[config.mk]
export PLATFORM = sky130hd
export DESIGN_NAME = asram_host
export DESIGN_NICKNAME = d
export VERILOG_FILES = /design/src/hw/asram_pkg.sv /design/src/hw/asram_cycle_timer.sv /design/src/hw/asram_host.sv
export SDC_FILE = /design/constraint.sdc
export NUM_CORES = 1
export LEC_CHECK = 0
export BUFFER_PORTS_ARGS = -buffer_cell sky130_fd_sc_hd__buf_2
export CORE_UTILIZATION = 40
export DETAILED_ROUTE_END_ITERATION = 6
export GPL_TIMING_DRIVEN = 0
export PLACE_DENSITY = 0.66
export SLEW_MARGIN = 20
export SYNTH_ARGS = -nofsm -noshare
export SYNTH_HDL_FRONTEND = slang
export SYNTH_SLANG_ARGS = --single-unit
[constraint.sdc]
create_clock -name sys_clk -period 3.4 [get_ports sys_clk]
set_clock_uncertainty 0.2 [all_clocks]
set_input_delay 0.51 -clock sys_clk [delete_from_list [all_inputs] [get_ports sys_clk]]
set_output_delay 0.51 -clock sys_clk [all_outputs]
set_load 0.02 [all_outputs]
[src/hw/asram_pkg.sv]
package asram_pkg;
    // ------------------------------------------------------------
    // geometry
    // ------------------------------------------------------------
    localparam int ADDR_W = 18;
    localparam int DATA_W = 16;
    localparam int BYTE_W = 8;
    localparam int LANES = 2;
    localparam int LO_LANE = 0;
    localparam int HI_LANE = 1;

    // ------------------------------------------------------------
    // timing in ns (slowest speed grade) and clock
    // ------------------------------------------------------------
    localparam int CLK_PERIOD_NS = 25;
    localparam int T_RC_NS = 70;
    localparam int T_AA_NS = 70;
    localparam int T_PWE_NS = 50;
    localparam int T_BW_NS = 60;
    localparam int T_SCE_NS = 60;
    localparam int T_HZWE_NS = 25;
    localparam int T_HZOE_NS = 25;

    function automatic int ns_min_cycles(input int ns);
        int c;
        c = (ns + CLK_PERIOD_NS - 1) / CLK_PERIOD_NS;
        return (c < 1) ? 1 : c;
    endfunction

    // write pulse must cover the longest of the strobe widths
    localparam int WR_PULSE_NS = (T_BW_NS > T_SCE_NS) ? T_BW_NS : T_SCE_NS;
    localparam int RD_CYC = ns_min_cycles(T_AA_NS > T_RC_NS ? T_AA_NS : T_RC_NS);
    localparam int WR_CYC = ns_min_cycles(WR_PULSE_NS > T_PWE_NS ? WR_PULSE_NS : T_PWE_NS);
    localparam int TURN_CYC = ns_min_cycles(T_HZWE_NS > T_HZOE_NS ? T_HZWE_NS : T_HZOE_NS);
    localparam int CNT_W = 4;
endpackage
[src/hw/asram_cycle_timer.sv]
`timescale 1ns/100ps
module asram_cycle_timer
    import asram_pkg::*;
#(
    parameter int WIDTH = CNT_W
)
(
    input wire logic sys_clk,
    input wire logic nrst,
    input wire logic load,
    input wire logic [WIDTH-1:0] load_val,
    output logic done
);
    logic [WIDTH-1:0] cnt_q;

    if (WIDTH < 2)
    begin
        $error("asram_cycle_timer: WIDTH too small");
    end

    always_ff @(posedge sys_clk)
    begin
        if (!nrst)
        begin
            cnt_q <= '0;
        end
        else if (load)
        begin
            cnt_q <= load_val;
        end
        else if (cnt_q != '0)
        begin
            cnt_q <= cnt_q - 1'h1;
        end
    end

    // not gated by load: the sequencer reloads on done, a gate would loop
    assign done = (cnt_q == '0);
endmodule

[src/hw/asram_host.sv]
`timescale 1ns/100ps
// Function
// - write with chip select and write strobe low, lanes by byte selects.
// - read with chip select, output enable low, write strobe high.
// - write lasts while strobe, select and a byte select all active.
// - data setup and hold measured from the edge ending the write.
// - host never drives data while the device drives.
// - address valid no later than falling select edge on reads.
module asram_host
    import asram_pkg::*;
(
    input wire logic sys_clk,
    input wire logic nrst,
    input wire logic req_valid,
    input wire logic req_write,
    input wire logic [ADDR_W-1:0] req_addr,
    input wire logic [DATA_W-1:0] req_wdata,
    input wire logic [LANES-1:0] req_lane_en,
    output logic req_ready,
    output logic rsp_valid,
    output logic [DATA_W-1:0] rsp_rdata,
    output logic [ADDR_W-1:0] mem_addr,
    output logic chip_sel_n,
    output logic write_strobe_n,
    output logic out_drive_en_n,
    output logic upper_byte_sel_n,
    output logic lower_byte_sel_n,
    input wire logic [DATA_W-1:0] mem_data_in,
    output logic [DATA_W-1:0] mem_data_out,
    output logic mem_data_oe
);
    typedef enum logic [2:0] {ASRAM_IDLE, ASRAM_RD, ASRAM_WR, ASRAM_WR_END, ASRAM_TURN}
        asram_state_e;

    asram_state_e state_q;
    logic [DATA_W-1:0] din_s1_q;
    logic [DATA_W-1:0] din_s2_q;
    logic tmr_load;
    logic [CNT_W-1:0] tmr_val;
    logic tmr_done;
    logic [LANES-1:0] lane_q;

    if (RD_CYC + 2 >= (1 << CNT_W) || WR_CYC >= (1 << CNT_W))
    begin
        $error("asram_host: timer too narrow for cycle counts");
    end

    // ------------------------------------------------------------
    // data pin synchroniser
    // ------------------------------------------------------------
    // two stages; read data is sampled three cycles after the address is latched, two after the selects fall
    always_ff @(posedge sys_clk)
    begin
        if (!nrst)
        begin
            din_s1_q <= '0;
            din_s2_q <= '0;
        end
        else
        begin
            din_s1_q <= mem_data_in;
            din_s2_q <= din_s1_q;
        end
    end

    asram_cycle_timer #(
        .WIDTH(CNT_W)
    ) u_timer (
        .sys_clk(sys_clk),
        .nrst(nrst),
        .load(tmr_load),
        .load_val(tmr_val),
        .done(tmr_done)
    );

    function automatic logic [CNT_W-1:0] cyc(input int n);
        return CNT_W'(n);
    endfunction

    // ------------------------------------------------------------
    // sequencer
    // ------------------------------------------------------------
    always_comb
    begin
        tmr_load = 1'h0;
        tmr_val = '0;
        case (state_q)
            ASRAM_IDLE:
            begin
                if (req_valid && req_ready && req_lane_en != '0)
                begin
                    tmr_load = 1'h1;
                    // extra two cycles cover the input synchroniser
                    tmr_val = req_write ? cyc(WR_CYC - 1) : cyc(RD_CYC + 1);
                end
            end
            ASRAM_WR_END, ASRAM_RD:
            begin
                if (tmr_done)
                begin
                    tmr_load = 1'h1;
                    tmr_val = cyc(TURN_CYC - 1);
                end
            end
            default:
            begin
                tmr_load = 1'h0;
            end
        endcase
    end

    always_ff @(posedge sys_clk)
    begin
        if (!nrst)
        begin
            state_q <= ASRAM_IDLE;
        end
        else
        begin
            case (state_q)
                ASRAM_IDLE:
                begin
                    if (req_valid && req_ready && req_lane_en != '0)
                    begin
                        state_q <= req_write ? ASRAM_WR : ASRAM_RD;
                    end
                end
                ASRAM_WR:
                begin
                    if (tmr_done)
                    begin
                        state_q <= ASRAM_WR_END;
                    end
                end
                ASRAM_WR_END:
                begin
                    state_q <= ASRAM_TURN;
                end
                ASRAM_RD:
                begin
                    if (tmr_done)
                    begin
                        state_q <= ASRAM_TURN;
                    end
                end
                ASRAM_TURN:
                begin
                    if (tmr_done)
                    begin
                        state_q <= ASRAM_IDLE;
                    end
                end
                default:
                begin
                    state_q <= ASRAM_IDLE;
                end
            endcase
        end
    end

    always_ff @(posedge sys_clk)
    begin
        if (!nrst)
        begin
            req_ready <= 1'h0;
        end
        else
        begin
            req_ready <= (state_q == ASRAM_IDLE) && !(req_valid && req_ready)
                || (state_q == ASRAM_TURN && tmr_done);
        end
    end

    // ------------------------------------------------------------
    // address, lanes and write data
    // ------------------------------------------------------------
    // address and lanes latched before any strobe falls, held to cycle end
    always_ff @(posedge sys_clk)
    begin
        if (!nrst)
        begin
            mem_addr <= '0;
            lane_q <= '0;
            mem_data_out <= '0;
        end
        else if (state_q == ASRAM_IDLE && req_valid && req_ready)
        begin
            mem_addr <= req_addr;
            lane_q <= req_lane_en;
            mem_data_out <= req_wdata;
        end
    end

    // ------------------------------------------------------------
    // pin controls
    // ------------------------------------------------------------
    always_ff @(posedge sys_clk)
    begin
        if (!nrst)
        begin
            chip_sel_n <= 1'h1;
            write_strobe_n <= 1'h1;
            out_drive_en_n <= 1'h1;
            upper_byte_sel_n <= 1'h1;
            lower_byte_sel_n <= 1'h1;
            mem_data_oe <= 1'h0;
        end
        else
        begin
            // selects fall one cycle after address settles
            chip_sel_n <= !(state_q == ASRAM_RD || state_q == ASRAM_WR);
            upper_byte_sel_n <= !((state_q == ASRAM_RD || state_q == ASRAM_WR)
                && lane_q[HI_LANE]);
            lower_byte_sel_n <= !((state_q == ASRAM_RD || state_q == ASRAM_WR)
                && lane_q[LO_LANE]);
            write_strobe_n <= !(state_q == ASRAM_WR);
            // output enable held high for writes keeps device off the bus
            out_drive_en_n <= !(state_q == ASRAM_RD);
            // data driven with the strobe fall until one cycle after
            // the strobes rise, giving hold from the ending edge
            mem_data_oe <= (state_q == ASRAM_WR) || (state_q == ASRAM_WR_END);
        end
    end

    // ------------------------------------------------------------
    // read response
    // ------------------------------------------------------------
    always_ff @(posedge sys_clk)
    begin
        if (!nrst)
        begin
            rsp_valid <= 1'h0;
            rsp_rdata <= '0;
        end
        else
        begin
            rsp_valid <= (state_q == ASRAM_RD) && tmr_done;
            if (state_q == ASRAM_RD && tmr_done)
            begin
                rsp_rdata <= {lane_q[HI_LANE] ? din_s2_q[DATA_W-1:BYTE_W] : {BYTE_W{1'h0}},
                    lane_q[LO_LANE] ? din_s2_q[BYTE_W-1:0] : {BYTE_W{1'h0}}};
            end
        end
    end
endmodule

Word level (Yosys, flattened, before mapping)

Index checks and enable logic that the tools add are counted.
W data, S select, Z words.

$add $sub $neg: 1
Equality and inequality tests: 8
Multiplexer cells: 16
Reductions and logical operators: 25

Operators with widths:

| operator              | count |
|---|---|
| $mux W3               | 7 |
| $mux W8               | 2 |
| $pmux W3 S5           | 1 |
| $logic_and A1 B1 Y1   | 9 |
| $mux W4               | 2 |
| $ne A2 B2 Y1 const B  | 4 |
| $eq A3 B2 Y1 const B  | 2 |
| $logic_not A1 Y1      | 6 |
| $logic_not A4 Y1      | 1 |
| $reduce_and A4 Y1     | 1 |
| $reduce_bool A2 Y1    | 2 |
| $reduce_bool A4 Y1    | 1 |
| $sub A4 B1 Y4 const B | 1 |
| $eq A3 B1 Y1 const B  | 1 |
| $eq A3 B3 Y1 const B  | 1 |
| $logic_not A3 Y1      | 1 |
| $logic_or A1 B1 Y1    | 3 |
| $mux W1               | 2 |
| $mux W2               | 1 |
| $pmux W1 S2           | 1 |
| $reduce_or A2 Y1      | 1 |

Flip-flop bits (word level): 99
Bits of input ports: 56
Output and inout bits: 58
Word-level logic and storage cells: 66

Depth between registers and ports, before layout

Depth after elaboration: 5
Gate-level depth with buffers: 6
Depth with buffers taken out: 5

Hierarchy

From an unflattened synthesis, not the netlist that was laid out.

Cell total of the unflattened synthesis: 368
Area total of the unflattened synthesis: 3676.0 sq um

By module, submodules not included:

| module            | instances | cells each | area an instance (sq um) | seq. area each (sq um) |
|---|---|---|---|---|
| asram_host        | 1         | 345        | 3445.8                   | 1901.8 |
| asram_cycle_timer | 1         | 23         | 230.2                    | 80.1 |

Worst setup path after synthesis

OpenSTA, ideal clock, no wires.

Path type: reg2reg
Start: reg u_timer.cnt_q[0]
End: reg rsp_rdata[5]
Setup time: 0.116 ns
Arrival time: 1.457 ns
Required time: 3.084 ns
Path slack: 1.626 ns
Stages on the path, launching flop included: 7
Buffers on the path: 1
Period minus slack after synthesis: 1.774 ns
Path through: dfxtp_1 -> inv_1 -> ha_1 -> nor3b_4 -> a21boi_4 -> buf_6 -> a22o_4

Cells in the longest elaborated chain, start to end: 2

RTL lines:

| element                | RTL line                | text |
|---|---|---|
| start, declared        | asram_cycle_timer.sv:14 | `logic [WIDTH-1:0] cnt_q;` |
| start signal, assigned | asram_cycle_timer.sv:29 | `cnt_q <= load_val;` |
| start signal, assigned | asram_cycle_timer.sv:33 | `cnt_q <= cnt_q - 1'h1;` |
| $logic_not A4 Y1       | asram_cycle_timer.sv:38 | `assign done = (cnt_q == '0);` |
| $logic_and A1 B1 Y1    | asram_host.sv:238       | `if (state_q == ASRAM_RD && tmr_done)` |
| end signal, assigned   | asram_host.sv:240       | `rsp_rdata <= {lane_q[HI_LANE] ? din_s2_q[DATA_W-1:BYTE_W] : {BYTE_W{1'h0}},` |
| end, declared          | asram_host.sv:21        | `output logic [DATA_W-1:0] rsp_rdata,` |

No other way between the ends.
A chain may end at the register's enable or synchronous reset.

Worst setup path after layout

Ends and elaborated chain as after synthesis.

==> flow_summary.ini <==
[worst_setup_path]
endpoint_kind = register
crit_fanout = 10
critPathMaxStageDelay_ns = 0.44
start_kind = register
r2r_cells = 6
worstPathCellList = inv_1 -> ha_1 -> nor3b_4 -> a21boi_4 -> buf_6 -> a22o_4
critPathKind = register to register
critPathSlowestCell = nor3b_4
arrival_ns = 2.04
critPathRequiredTime_ns = 3.46

[clock_tree]
cts_buffer_depth = 2
post-cts-setup-buffer-count = 0
path_clk_slew_ns = 0.09
cts_tree = done
numCtsBuffers = 9
cts_resized = 0
clk_latency_ns = 0.36
ctsHoldBuffers = 0
cts_sinks = 99
cts_root_buffer = clkbuf_8
ctsHtreeMaxLevel = 3

[route]
vias = 2840
drtPass1Iterations = 4
dr.first_iter.drc_count = 102
wl_mm = 7.93
drtAntennaViolNets = 0
wire_per_inst_um = 13.8
vias_per_cell = 4.96
drcViolationCount = 0

[synth]
syn_area_mm2 = 0.00352
synth_cells = 340
synthDistinctLibCells = 42
syn_area_per_cell_um2 = 10.3
synth_nets = 397
yosys_warnings = 0
synth_top_cell_area_share_pct = 56.4
yosysTopAreaCell = dfxtp_1
synthArstFlopShare_pct = 0
synth-main-ff-cell = dfxtp_1
synth_seq_area_share_pct = 56.4
synth-seq-cells = 99
synth-edff-count = 0
synth_top_cells_by_area = dfxtp_1, a21boi_0, and2_1

[global_routing]
grt_usage_pct = 18.5
first_global_vias = 2755
antenna_found_initial = 0
grt_first_pass_wirelength_mm = 12.8
grt_overflow = 0
grt_max_degree = 18

[cells_and_area]
layout_commonest_cell = buf_2
post-route-util_pct = 52.9
layout.nets = 521
nFillCells = 835
drive_gt1_share_pct = 31.6
diodes = 0
synthToLayoutAreaGrowth_pct = 25.4
mostFrequentLayoutCells = buf_2, dfxtp_1, o21ai_0, nand3_1, and2_1

[status]
status = finished clean

[sta]
tns_ns = 0
grt_setup_unrepaired = false
finalHoldViolations = 0
setup_violations = 0
relSlewSlack_pct = 60.8
fin_crit_sh_pct = 58.2
post-route-min-period_ns = 1.98
drv_slew = 0
fmax_ghz = 0.506
worst-slew-pin-transition_ns = 0.585

[hold_path]
hold_class = primary input to register
holdPathStages = 2

[place]
place_congestion = 0.771
dpl.hpwl_mm = 5.83
portBuffers = 113

[job]
drv_cap = 0

[floorplan]
die_height_um = 95.8
num_rows = 33
io_pins = 114
die_w_um = 95.8
initial_utilization_pct = 42.2
die_area_mm2 = 0.00917
core_mm2 = 0.00834

[power]
p_per_area_mw_per_mm2 = 594
vdd_drop_max_v = 0.000292
leakagePower_nw = 1.91
path summary, 6_finish.rpt:
path	startpoint	endpoint	slack, ns
min reg2reg	lane_q[0]$_SDFFE_PN0P_	lower_byte_sel_n$_SDFF_PN1_	0.23
max reg2reg	u_timer.cnt_q[0]$_SDFFE_PN0P_	rsp_rdata[5]$_SDFFE_PN0P_	1.42
max	u_timer.cnt_q[0]$_SDFFE_PN0P_	rsp_rdata[5]$_SDFFE_PN0P_	1.42
min	mem_data_in[14]	din_s1_q[14]$_SDFF_PN0_	0.15
cell families (layout without fill, tap and decap cells):
family / Yosys count / in the layout / synth area share, %
XOR/XNOR: 2 / 2 / 0.498
AND/OR/NAND/NOR: 101 / 101 / 17.4
AO/OA/AOI/OAI: 102 / 102 / 20.3
adder cells (fa/ha/maj): 1 / 1 / 0.356
multiplexers: 1 / 1 / 0.285
buffers and inverters: 34 / 162 / 4.80
flip-flops: 99 / 99 / 56.4
flip-flops by register name (all words and copies together), names as in the netlist:
register          count
din_s1_q             16
state_q               3
mem_data_out         16
lane_q                2
out_drive_en_n        1
write_strobe_n        1
rsp_valid             1
lower_byte_sel_n      1
mem_data_oe           1
din_s2_q             16
req_ready             1
chip_sel_n            1
u_timer.cnt_q         4
rsp_rdata            16
mem_addr             18
upper_byte_sel_n      1
power by group:
| group | switching (mW) | internal (mW) | total (mW) |
|---|---|---|---|
| combinational | 0.351 | 0.223 | 0.574 |
| clock | 0.413 | 0.345 | 0.758 |
| sequential | 0.0472 | 1.24 | 1.29 |
| total | 0.811 | 1.81 | 2.62 |
critical path, delay by kind of cell (launching register included):
| kind | cells | cell delay [ns] |
|---|---|---|
| AO/OA/AOI/OAI | 2 | 0.39 |
| flip-flops | 1 | 0.32 |
| AND/OR/NAND/NOR | 1 | 0.44 |
| buffers and inverters | 2 | 0.26 |
| adder cells (fa/ha/maj) | 1 | 0.27 |
final cells by class:
class / count / area [µm²] / area share [%]
Inverter: 6 / 22.5 / 0.511
Buffer: 28 / 146 / 3.32
Clock buffer: 9 / 124 / 2.81
Clock inverter: 6 / 73.8 / 1.67
Timing Repair Buffer: 113 / 566 / 12.8
Tap cell: 105 / 131 / 2.98
Sequential cell: 99 / 1980 / 44.9
Multi-Input combinational cell: 207 / 1370 / 31.0
synthesized netlist by cell type, types with 2 or more instances:
cell type  number
a21boi_0       31
a21boi_1        6
a22o_1         14
and2_1         33
and4_1          3
buf_2           5
buf_4           3
buf_6           3
clkbuf_1       16
dfxtp_1        99
inv_1           6
nand2_1         6
nand2b_1        2
nand3_1        37
nor2_1          8
nor3b_4         2
o21ai_0        40
xnor2_1         2
per-layer routing:
layer  GRT usage [%]  part of all wire [%]
met1            22.3                    44
met2            30.2                    47
met3            7.98                   7.7
met4            5.22                   1.3
met5               0                     0
per-stage QoR:
stage	total power [mW]	setup WS, ns	hold WS (ns)	std cells	area (µm²)
4_1_cts	2.65	1.40	0.133	573	4410
3_3_place_gp	1.88	1.45	0.205	558	4210
2_1_floorplan	1.71	1.63	0.163	340	3520
5_1_grt	2.77	1.27	0.131	573	4410
6_report	2.62	1.42	0.155	573	4410
3_5_place_dp	1.89	1.41	0.212	558	4210
Note: power is estimated with default switching activity, not from simulation.
